## src/verilog/meter_port_defs.vh

```
`ifndef METER_PORT_DEFS_VH
`define METER_PORT_DEFS_VH

// =====================================================================
// Serial port framing
`define SP_WORD_BITS        8
`define SP_CNT_W            3
`define SP_LAST_BIT         3'h7
// Buffer shape
`define SP_FIFO_DEPTH       8
`define SP_FIFO_AW          3
// Master clock nominal frequency in Hz (supplied by the board)
`define MASTER_CLK_HZ       3579545
// System clock period in ns
`define SYS_CLK_NS          10
// Sag watch: low-voltage duration in system cycles
`define SAG_CYCLES_DEF      16'h0100
// Zero-crossing watchdog in system cycles
`define ZX_TIMEOUT_DEF      24'h0F4240
// Interrupt source bit positions
`define IRQ_ROLL_BIT        0
`define IRQ_HALF_BIT        1
`define IRQ_SAMPLE_BIT      2
`define IRQ_NUM             3

`endif

```

## src/verilog/sp_fifo.v

```verilog
`timescale 1ns/100ps
`default_nettype none

module sp_fifo #(
    parameter WIDTH = 8,
    parameter DEPTH = 8,
    parameter AW    = 3
) (
    input  wire             i_sys_clk,
    input  wire             i_rst_n,
    input  wire [WIDTH-1:0] i_wr_data,
    input  wire             i_wr_valid,
    output wire             o_wr_ready,
    output wire [WIDTH-1:0] o_rd_data,
    output wire             o_rd_valid,
    input  wire             i_rd_ready
);
    reg [WIDTH-1:0] mem [0:DEPTH-1];
    reg [AW:0]      wr_ptr_r;
    reg [AW:0]      rd_ptr_r;
    wire            full_w;
    wire            empty_w;

    // =================================================================
    // Flags
    assign empty_w    = (wr_ptr_r == rd_ptr_r);
    assign full_w     = (wr_ptr_r[AW] != rd_ptr_r[AW]) &&
                        (wr_ptr_r[AW-1:0] == rd_ptr_r[AW-1:0]);
    assign o_wr_ready = ~full_w;
    assign o_rd_valid = ~empty_w;
    assign o_rd_data  = mem[rd_ptr_r[AW-1:0]];

    // Storage
    always @(posedge i_sys_clk) begin
        if (i_wr_valid && !full_w)
            mem[wr_ptr_r[AW-1:0]] <= i_wr_data;
    end

    // Pointers
    always @(posedge i_sys_clk or negedge i_rst_n) begin
        if (!i_rst_n) begin
            wr_ptr_r <= {(AW+1){1'b0}};
            rd_ptr_r <= {(AW+1){1'b0}};
        end else begin
            if (i_wr_valid && !full_w)
                wr_ptr_r <= wr_ptr_r + 1'b1;
            if (i_rd_ready && !empty_w)
                rd_ptr_r <= rd_ptr_r + 1'b1;
        end
    end
endmodule

`default_nettype wire

```

## src/verilog/meter_serial_port.v

```verilog
`timescale 1ns/100ps
`default_nettype none
`include "meter_port_defs.vh"

module meter_serial_port #(
    parameter WIDTH      = `SP_WORD_BITS,
    parameter DEPTH      = `SP_FIFO_DEPTH,
    parameter AW         = `SP_FIFO_AW,
    parameter SAG_CYC    = `SAG_CYCLES_DEF,
    parameter ZX_TIMEOUT = `ZX_TIMEOUT_DEF
) (
    input  wire             i_sys_clk,
    input  wire             i_rst_n,
    input  wire             i_cs_n,
    input  wire             i_sclk,
    input  wire             i_din,
    output reg              o_dout,
    output reg              o_dout_oe,
    input  wire [WIDTH-1:0] i_tx_data,
    input  wire             i_tx_valid,
    output reg              o_tx_ready,
    output reg  [WIDTH-1:0] o_rx_data,
    output reg              o_rx_valid,
    input  wire             i_rx_ready,
    input  wire             i_vsign,
    input  wire             i_vlow,
    input  wire [2:0]       i_irq_event,
    input  wire [2:0]       i_irq_mask,
    input  wire [2:0]       i_irq_clear,
    output reg              o_zero_cross_out,
    output reg              o_sag_out,
    output reg              o_sag_oe,
    output reg              o_irq_out,
    output reg              o_irq_oe
);
    // =================================================================
    // Pin synchronisers
    reg  [1:0] cs_sync_r;
    reg  [1:0] sclk_sync_r;
    reg  [1:0] din_sync_r;
    reg  [1:0] vs_sync_r;
    reg  [1:0] vl_sync_r;
    reg        sclk_d_r;
    reg        vsign_d_r;
    wire       cs_act_w;
    wire       sclk_rise_w;
    wire       sclk_fall_w;

    always @(posedge i_sys_clk or negedge i_rst_n) begin
        if (!i_rst_n) begin
            cs_sync_r   <= 2'h3;
            sclk_sync_r <= 2'h0;
            din_sync_r  <= 2'h0;
            vs_sync_r   <= 2'h0;
            vl_sync_r   <= 2'h0;
            sclk_d_r    <= 1'b0;
            vsign_d_r   <= 1'b0;
        end else begin
            cs_sync_r   <= {cs_sync_r[0], i_cs_n};
            sclk_sync_r <= {sclk_sync_r[0], i_sclk};
            din_sync_r  <= {din_sync_r[0], i_din};
            vs_sync_r   <= {vs_sync_r[0], i_vsign};
            vl_sync_r   <= {vl_sync_r[0], i_vlow};
            sclk_d_r    <= sclk_sync_r[1];
            vsign_d_r   <= vs_sync_r[1];
        end
    end

    assign cs_act_w    = ~cs_sync_r[1];
    assign sclk_rise_w = cs_act_w & sclk_sync_r[1] & ~sclk_d_r;
    assign sclk_fall_w = cs_act_w & ~sclk_sync_r[1] & sclk_d_r;

    // =================================================================
    // Transmit buffer
    wire [WIDTH-1:0] txq_data_w;
    wire             txq_valid_w;
    wire             txq_wr_ready_w;
    reg              tx_load_w;

    sp_fifo #(.WIDTH(WIDTH), .DEPTH(DEPTH), .AW(AW)) u_tx_fifo (
        .i_sys_clk  (i_sys_clk),
        .i_rst_n    (i_rst_n),
        .i_wr_data  (i_tx_data),
        .i_wr_valid (i_tx_valid),
        .o_wr_ready (txq_wr_ready_w),
        .o_rd_data  (txq_data_w),
        .o_rd_valid (txq_valid_w),
        .i_rd_ready (tx_load_w)
    );

    // =================================================================
    // Shift engine
    // Bits move only on detected link clock edges with select low
    reg [WIDTH-1:0]      tx_sh_r;
    reg [WIDTH-1:0]      rx_sh_r;
    reg [`SP_CNT_W-1:0]  rx_cnt_r;
    reg [`SP_CNT_W-1:0]  tx_cnt_r;
    reg                  tx_busy_r;
    wire                 tx_last_w;
    wire                 rx_last_w;
    wire [WIDTH-1:0]     rx_word_w;

    // Word fetch on first rising edge of a word
    always @* begin
        tx_load_w = sclk_rise_w & ~tx_busy_r & txq_valid_w;
    end

    // Last-bit decodes and the word being completed
    assign tx_last_w = (tx_cnt_r == `SP_LAST_BIT);
    assign rx_last_w = (rx_cnt_r == `SP_LAST_BIT);
    assign rx_word_w = {rx_sh_r[WIDTH-2:0], din_sync_r[1]};

    // =================================================================
    // Transmit side
    // Buffer space flag, one cycle behind the buffer
    always @(posedge i_sys_clk or negedge i_rst_n) begin
        if (!i_rst_n) begin
            o_tx_ready <= 1'b0;
        end else begin
            o_tx_ready <= txq_wr_ready_w;
        end
    end

    // Bit counter and busy flag; a deselect drops the word
    // A word cut short is lost, the host must fetch it again
    always @(posedge i_sys_clk or negedge i_rst_n) begin
        if (!i_rst_n) begin
            tx_cnt_r  <= {`SP_CNT_W{1'b0}};
            tx_busy_r <= 1'b0;
        end else if (!cs_act_w) begin
            tx_cnt_r  <= {`SP_CNT_W{1'b0}};
            tx_busy_r <= 1'b0;
        end else if (tx_load_w) begin
            tx_cnt_r  <= {`SP_CNT_W{1'b0}};
            tx_busy_r <= 1'b1;
        end else if (sclk_rise_w && tx_busy_r) begin
            if (tx_last_w) begin
                tx_busy_r <= 1'b0;
            end else begin
                tx_cnt_r <= tx_cnt_r + 1'b1;
            end
        end
    end

    // Shifter and data pin, most significant bit first
    always @(posedge i_sys_clk or negedge i_rst_n) begin
        if (!i_rst_n) begin
            tx_sh_r <= {WIDTH{1'b0}};
            o_dout  <= 1'b0;
        end else if (tx_load_w) begin
            o_dout  <= txq_data_w[WIDTH-1];
            tx_sh_r <= {txq_data_w[WIDTH-2:0], 1'b0};
        end else if (sclk_rise_w && tx_busy_r && !tx_last_w) begin
            o_dout  <= tx_sh_r[WIDTH-1];
            tx_sh_r <= {tx_sh_r[WIDTH-2:0], 1'b0};
        end
    end

    // Pin enable: on at the first bit, off after the last or on deselect
    // The rising edge after the last bit ends the drive
    always @(posedge i_sys_clk or negedge i_rst_n) begin
        if (!i_rst_n) begin
            o_dout_oe <= 1'b0;
        end else if (!cs_act_w) begin
            o_dout_oe <= 1'b0;
        end else if (tx_load_w) begin
            o_dout_oe <= 1'b1;
        end else if (sclk_rise_w && tx_busy_r && tx_last_w) begin
            o_dout_oe <= 1'b0;
        end
    end

    // =================================================================
    // Receive side
    // Shifter and bit counter; a deselect restarts the word
    always @(posedge i_sys_clk or negedge i_rst_n) begin
        if (!i_rst_n) begin
            rx_sh_r  <= {WIDTH{1'b0}};
            rx_cnt_r <= {`SP_CNT_W{1'b0}};
        end else if (!cs_act_w) begin
            rx_cnt_r <= {`SP_CNT_W{1'b0}};
        end else if (sclk_fall_w) begin
            rx_sh_r  <= rx_word_w;
            rx_cnt_r <= rx_cnt_r + 1'b1;
        end
    end

    // Word handover; a word not taken in time is overwritten
    always @(posedge i_sys_clk or negedge i_rst_n) begin
        if (!i_rst_n) begin
            o_rx_data  <= {WIDTH{1'b0}};
            o_rx_valid <= 1'b0;
        end else if (sclk_fall_w && rx_last_w) begin
            o_rx_data  <= rx_word_w;
            o_rx_valid <= 1'b1;
        end else if (o_rx_valid && i_rx_ready) begin
            o_rx_valid <= 1'b0;
        end
    end

    // =================================================================
    // Zero crossing and sag watch
    reg [23:0] zx_wd_r;
    reg [15:0] low_cnt_r;
    wire       vs_edge_w;
    wire       zx_lost_w;
    wire       low_long_w;

    // Sign change, lost crossings and long low level
    assign vs_edge_w  = (vs_sync_r[1] != vsign_d_r);
    assign zx_lost_w  = (zx_wd_r == ZX_TIMEOUT[23:0]);
    assign low_long_w = (low_cnt_r == SAG_CYC[15:0]);

    // Output level flips on every sign change
    always @(posedge i_sys_clk or negedge i_rst_n) begin
        if (!i_rst_n) begin
            o_zero_cross_out <= 1'b0;
        end else if (vs_edge_w) begin
            o_zero_cross_out <= ~o_zero_cross_out;
        end
    end

    // Cycles since the last crossing, saturating
    always @(posedge i_sys_clk or negedge i_rst_n) begin
        if (!i_rst_n) begin
            zx_wd_r <= 24'h000000;
        end else if (vs_edge_w) begin
            zx_wd_r <= 24'h000000;
        end else if (!zx_lost_w) begin
            zx_wd_r <= zx_wd_r + 24'h000001;
        end
    end

    // Length of the present low-voltage run, saturating
    always @(posedge i_sys_clk or negedge i_rst_n) begin
        if (!i_rst_n) begin
            low_cnt_r <= 16'h0000;
        end else if (!vl_sync_r[1]) begin
            low_cnt_r <= 16'h0000;
        end else if (!low_long_w) begin
            low_cnt_r <= low_cnt_r + 16'h0001;
        end
    end

    // Open-drain sag pin: level stays low, the enable pulls it
    always @(posedge i_sys_clk or negedge i_rst_n) begin
        if (!i_rst_n) begin
            o_sag_out <= 1'b0;
            o_sag_oe  <= 1'b0;
        end else begin
            o_sag_out <= 1'b0;
            o_sag_oe  <= zx_lost_w || low_long_w;
        end
    end

    // =================================================================
    // Interrupt pending bits, one flop per source
    wire [`IRQ_NUM-1:0] irq_pend_w;
    genvar              g;

    generate
        for (g = 0; g < `IRQ_NUM; g = g + 1) begin : g_irq
            reg pend_r;

            // A new event wins over a clear in the same cycle
            always @(posedge i_sys_clk or negedge i_rst_n) begin
                if (!i_rst_n) begin
                    pend_r <= 1'b0;
                end else if (i_irq_event[g]) begin
                    pend_r <= 1'b1;
                end else if (i_irq_clear[g]) begin
                    pend_r <= 1'b0;
                end
            end

            // Pending bit into the shared vector
            assign irq_pend_w[g] = pend_r;
        end
    endgenerate

    // Open-drain request pin: pulls low while an enabled bit is set
    always @(posedge i_sys_clk or negedge i_rst_n) begin
        if (!i_rst_n) begin
            o_irq_out <= 1'b0;
            o_irq_oe  <= 1'b0;
        end else begin
            o_irq_out <= 1'b0;
            o_irq_oe  <= |(irq_pend_w & i_irq_mask);
        end
    end
endmodule

`default_nettype wire

```

## config.mk

```make
export PLATFORM = sky130hd
export DESIGN_NAME = meter_serial_port
export DESIGN_NICKNAME = d
export VERILOG_FILES = /design/src/verilog/sp_fifo.v /design/src/verilog/meter_serial_port.v
export VERILOG_INCLUDE_DIRS = /design/src /design/src/verilog
export SDC_FILE = /design/constraint.sdc
export NUM_CORES = 1
export LEC_CHECK = 0
export ABC_AREA = 1
export BUFFER_PORTS_ARGS = -buffer_cell sky130_fd_sc_hd__buf_2
export CORE_UTILIZATION = 40
export DETAILED_ROUTE_END_ITERATION = 8
export HOLD_SLACK_MARGIN = 0.08
export PLACE_DENSITY = 0.66
export SYNTH_ARGS = -nofsm -noshare
export SYNTH_HDL_FRONTEND = slang
export SYNTH_HIERARCHICAL = 1
export SYNTH_SLANG_ARGS = --single-unit
```

## constraint.sdc

```tcl
create_clock -name i_sys_clk -period 3.9 [get_ports i_sys_clk]
set_input_delay 0.39 -clock i_sys_clk [delete_from_list [all_inputs] [get_ports i_sys_clk]]
set_output_delay 0.39 -clock i_sys_clk [all_outputs]
set_load 0.02 [all_outputs]
```

After elaboration in Yosys (flattened, before gate mapping)
Memories as Yosys holds them, arrays and structs flattened.
Index checks and enable logic that the tools add are counted.
{"block": "totals", "ff_bits": 100, "ram_bits": 64, "output_inout_bits": 17, "word_cells": 115, "mem_count": 1}
{"block": "classes", "addsub": 6, "n_eq_ne": 11, "n_mux": 31, "n_bitwise": 14, "reduce_logical": 25}
{"name": "u_tx_fifo.mem", "words": 8, "width": 8, "read_ports": 1, "rd_clocked_by_memory_dff": 0, "write_ports": 1, "line_no": "sp_fifo.v:18", "rtl": "reg [WIDTH-1:0] mem [0:DEPTH-1];"}
{"op": "$mux W24", "count": 2}
{"op": "$mux W16", "count": 2}
{"op": "$add A24 B1 Y24 const B", "count": 1}
{"op": "$eq A24 B20 Y1 const B", "count": 1}
{"op": "$mux W1", "count": 19}
{"op": "$mux W3", "count": 6}
{"op": "$add A16 B1 Y16 const B", "count": 1}
{"op": "$eq A16 B9 Y1 const B", "count": 1}
{"op": "$mux W8", "count": 2}
{"op": "$reduce_bool A2 Y1", "count": 6}
{"op": "$reduce_bool A3 Y1", "count": 3}
{"op": "$add A4 B1 Y4 const B", "count": 2}
{"op": "$logic_and A1 B1 Y1", "count": 8}
{"op": "$not A1 Y1", "count": 7}
{"op": "$add A3 B1 Y3 const B", "count": 2}
{"op": "$and A1 B1 Y1", "count": 6}
{"op": "$eq A3 B3 Y1 const B", "count": 2}
{"op": "$reduce_and A2 Y1", "count": 3}
{"op": "$eq A4 B4 Y1", "count": 1}
{"op": "$ne A2 B2 Y1 const B", "count": 2}
{"op": "$and A3 B3 Y3", "count": 1}
{"op": "$eq A3 B3 Y1", "count": 1}
{"op": "$logic_not A1 Y1", "count": 3}
{"op": "$ne A3 B2 Y1 const B", "count": 1}
{"op": "3 further kinds", "count": 4}

Logic depth before layout (Yosys ltp)
{"block": "logic_depth", "ltp_word": 8, "mapped_depth": 11}

Cells and area by module
The synthesis kept the hierarchy.
{"mod": "meter_serial_port", "instances": 1, "cells_each": 521, "area_per_inst_um2": 4341.7, "seq_area_each_um2": 2279.7}
{"mod": "sp_fifo", "instances": 1, "cells_each": 264, "area_per_inst_um2": 3062.9, "seq_area_each_um2": 2122.0}

Worst setup path before layout
Ideal clock, no wire load.
{"block": "synth_timing", "path_type": "register to register", "startpoint": "reg u_tx_fifo.wr_ptr_r[2]", "endpoint": "mem u_tx_fifo.mem[4][0], enable pin", "arrival_ns": 1.287, "t_required_ns": 3.529, "slack_ns": 2.243, "stages_incl_launch_ff": 9, "n_path_buf": 1, "synth_period_minus_slack_ns": 1.657, "path_cell_list": "dfrtp_1 -> buf_4 -> inv_2 -> nand2_1 -> nand2_2 -> inv_2 -> nand4_4 -> nand3_2 -> nor2_1"}
{"block": "synth_via", "elab_chain_len": 6}
{"element": "start: declaration", "line_no": "sp_fifo.v:19", "rtl": "reg [AW:0] wr_ptr_r;"}
{"element": "start signal: assignment", "line_no": "sp_fifo.v:42", "rtl": "wr_ptr_r <= {(AW+1){1'b0}};"}
{"element": "start signal: assignment", "line_no": "sp_fifo.v:46", "rtl": "wr_ptr_r <= wr_ptr_r + 1'b1;"}
{"element": "$eq A3 B3 Y1", "line_no": "sp_fifo.v:28", "rtl": "(wr_ptr_r[AW-1:0] == rd_ptr_r[AW-1:0]);"}
{"element": "$logic_and A1 B1 Y1", "line_no": "sp_fifo.v:27", "rtl": "assign full_w = (wr_ptr_r[AW] != rd_ptr_r[AW]) &&"}
{"element": "$logic_not A1 Y1", "line_no": "sp_fifo.v:35", "rtl": "if (i_wr_valid && !full_w)"}
{"element": "$logic_and A1 B1 Y1", "line_no": "sp_fifo.v:35"}
{"element": "$mux W1", "line_no": "sp_fifo.v:35"}
{"element": "$mux W1 (implied by the code)", "line_no": "sp_fifo.v:36", "rtl": "mem[wr_ptr_r[AW-1:0]] <= i_wr_data;"}
{"element": "end: declaration", "line_no": "sp_fifo.v:18"}
Parallel ways exist; a longest one is shown, timed or not.

Worst setup path in the final report
{"block": "layout_timing", "startpoint": "reg u_tx_fifo.rd_ptr_r[1]", "endpoint": "mem u_tx_fifo.mem[2][4], enable pin"}
{"block": "layout_via", "elab_chain_len": 6}
{"element": "start: declaration", "line_no": "sp_fifo.v:20", "rtl": "reg [AW:0] rd_ptr_r;"}
{"element": "start signal: assignment", "line_no": "sp_fifo.v:43", "rtl": "rd_ptr_r <= {(AW+1){1'b0}};"}
{"element": "start signal: assignment", "line_no": "sp_fifo.v:48", "rtl": "rd_ptr_r <= rd_ptr_r + 1'b1;"}
{"element": "$eq A3 B3 Y1", "line_no": "sp_fifo.v:28"}
{"element": "$logic_and A1 B1 Y1", "line_no": "sp_fifo.v:27"}
{"element": "$logic_not A1 Y1", "line_no": "sp_fifo.v:35"}
{"element": "$logic_and A1 B1 Y1", "line_no": "sp_fifo.v:35"}
{"element": "$mux W1", "line_no": "sp_fifo.v:35"}
{"element": "$mux W1 (implied by the code)", "line_no": "sp_fifo.v:36"}
Every way passes these cells.

==> results.txt <==
Pre-Repair DR Iteration Count = 6
vias in the first global route = 5186
CP arrival = 2.53 ns
Peak VDD IR = 0.4760 mV
die outline height = 138.1 um
Final ANT Viol Nets = 0
Worst path max stage delay = 0.69 ns
# rows = 49
multi-input logic area = 2591 um2
Post-CTS Setup Repair Bufs = 0
largest net degree at the start of global routing = 77
Worst setup SP type = flop
Ports = 43
most common cell after layout, fill and taps aside = nand2_1
vias = 5328
final setup violation count = 0
die area = 19060 um2
vias per std cell = 4.952
Setup TNS = 0 ns
Final Max Slew Viols = 0
Max clock buf depth = 2
Period minus WS final = 2.474 ns
Max Cap Viol = 0
Ys Warns = 6
slew margin rel. = 0.3476
top area cells in the synthesized netlist = dfrtp_1 (33%), edfxtp_1 (26%), nand2_1 (9.5%)
Final Hold Fails = 0
share of layout cells above drive strength 1 = 0.1488
core box area = 18020 um2
Synth Cell Area = 7405 um2
clock root buffer = clkbuf_16
Syn Area/Cell = 9.433 um2
final worst slack = 1.426 ns
Slowest-stage cell, CP = dfrtp_1
power per cell area = 570.4 nW/um2
most frequent cells in the layout = nand2_1 (187), nor2_1 (110), dfrtp_1 (97)
Leakage Power = 3.704 nW
Post-synth ARST share = 0.6074
RePlAce Congestion = 0.8274
Clk pin slew, worst setup/hold paths = 0.07 ns
sequential standard cell area = 4402 um2
highest metal used = met4
GR Util All Layers = 0.1697
skew final = 0.009397 ns
Synth area leader = dfrtp_1
Final nets = 870
Synth cell types = 42
grt total ovfl = 0
wl on met1 = 7272 um
Post-Syn Instances = 785
Slew @ Worst Pin = 0.9786 ns
Yosys top cell area share = 0.3278
Avg WL per Cell = 14.16 um
kind of cell adding the most delay to the critical path = simple AND/OR/NAND/NOR gates
ant diodes = 0
outcome = completed
CTS tree = built
1st-iter DRT viols = 410
Tcrit/Tclk final = 0.6344
Layout fillers = 1700
area delta synth->final = 13.84%
CTS resizes = 0
Buf/Inv on CP = 1
Post-synth EDFFs = 64
RSZ-0062 raised after global routing = false
CTS Hold Buffers Added = 5
DRC Markers = 0
met2 routed WL = 6960 um
total CTS buffers = 17
Main synth FF type = dfrtp_1
total wire length = 15240 um
Worst-Skew Late Latency = 0.42 ns
CP Max Fanout = 21
Fin Hold WS = 0.09617 ns
Horiz. Die Dim = 138.1 um
f_max = 404.2 MHz
#FFs+latches synth = 163
DP Worst Slack = 1.494 ns
Initial Util = 0.4108
initial antenna violation count = 0
first-pass GRT wire length = 25620 um
CP required = 3.95 ns
Hold Path Class = primary input to asynchronous set/reset pin
critical path's most frequent cell = nand2_2
crit-path cells = inv_1 > nand2_2 > nand2_2 > nand4_4 > nand3_2 > nor2_1
input/output buffers = 40
DP HPWL = 10470 um
sequential element share of the synthesized area = 0.5945
Setup Crit Path Kind = flop to flop
CP Capture Type = flop
met3 wire len = 747 um
H-tree Lvls = 4
clock sinks = 163
-- where the power goes --
| part | switching (mW) | leakage (nW) | internal, mW |
|---|---|---|---|
| combinational | 0.668 | 1.54 | 0.316 |
| sequential | 0.159 | 1.88 | 2.01 |
| clock | 0.744 | 0.289 | 0.911 |
| total | 1.57 | 3.70 | 3.24 |
-- final timing paths --
check                                 startpoint                   to  slack, ns  cells past startpoint
setup / recovery           u_tx_fifo/rd_ptr_r[1]  u_tx_fifo/mem[2][4]       1.43                      6
hold / removal                           i_rst_n          tx_cnt_r[1]        0.1                      1
setup reg to reg           u_tx_fifo/rd_ptr_r[1]  u_tx_fifo/mem[2][4]       1.43                      6
hold reg to reg                     vl_sync_r[0]         vl_sync_r[1]       0.35                      0
max in group asynchronous                i_rst_n          zx_wd_r[11]       2.85                      2
min in group i_sys_clk            i_irq_clear[2]      g_irq[2].pend_r       0.14                      2
-- cell type report --
| class | instances | area share |
|---|---|---|
| Sequential cell | 163 | 0.5222 |
| Multi-Input combinational cell | 527 | 0.3074 |
| Clock buffer | 17 | 0.05047 |
| Inverter | 77 | 0.03459 |
| Tap cell | 229 | 0.03399 |
| Timing Repair Buffer | 48 | 0.03266 |
| Clock inverter | 15 | 0.01870 |
-- state kept, by name, indices dropped and copies added, names as in the netlist, 4 cells and up --
name,cells
u_tx_fifo/rd_ptr_r,4
rx_sh_r,7
tx_sh_r,7
o_rx_data,8
low_cnt_r,16
zx_wd_r,24
u_tx_fifo/wr_ptr_r,4
u_tx_fifo/mem,64
-- through the flow --
| step | cell area [um2] | power, mW | std cells | utilization |
|---|---|---|---|---|
| finish | 8429 | 4.808 | 1076 | 0.4677 |
| global route | 8429 | 5.080 | 1076 | 0.4677 |
| CTS | 8429 | 4.845 | 1076 | 0.4677 |
| detailed placement | 7796 | 3.170 | 1039 | 0.4325 |
| global placement | 7796 | 3.155 | 1039 | 0.4325 |
| floorplan | 7408 | 2.916 | 786 | - |
-- logic make-up after synthesis --
logic type | Yosys count | share of synthesized area
AOI/OAI and AO/OA | 101 | 0.07367
xor gates and xnor gates | 11 | 0.01301
adders and majority gates | 10 | 0.01690
buffers and inverters | 96 | 0.05610
DFF | 163 | 0.5945
other | 1 | 0.0005064
and+or+nand+nor | 403 | 0.2454
-- worst reg2reg max path, cell delays in order (launching register included) --
cell and delay (ns):
dfrtp_1 0.69, inv_1 0.38, nand2_2 0.14, nand2_2 0.08, nand4_4 0.16, nand3_2 0.12
nor2_1 0.54
-- synth_stat cells (all sizes together), types with 7 or more instances --
library cell	number
nand2	204
nor2	121
dfrtp	97
inv	75
edfxtp	64
o21ai	61
nand3	50
a21oi	17
o22ai	16
nand4	14
buf	12
ha	10
nor3	10
xor2	8
clkbuf	7
-- per-layer routing --
layer,vias up,track usage
li1,2680,-
met1,2492,0.2352
met2,139,0.2589
met3,17,0.03879
met4,0,0.06593
met5,-,0
No activity file was read; power rests on OpenSTA's default activity.
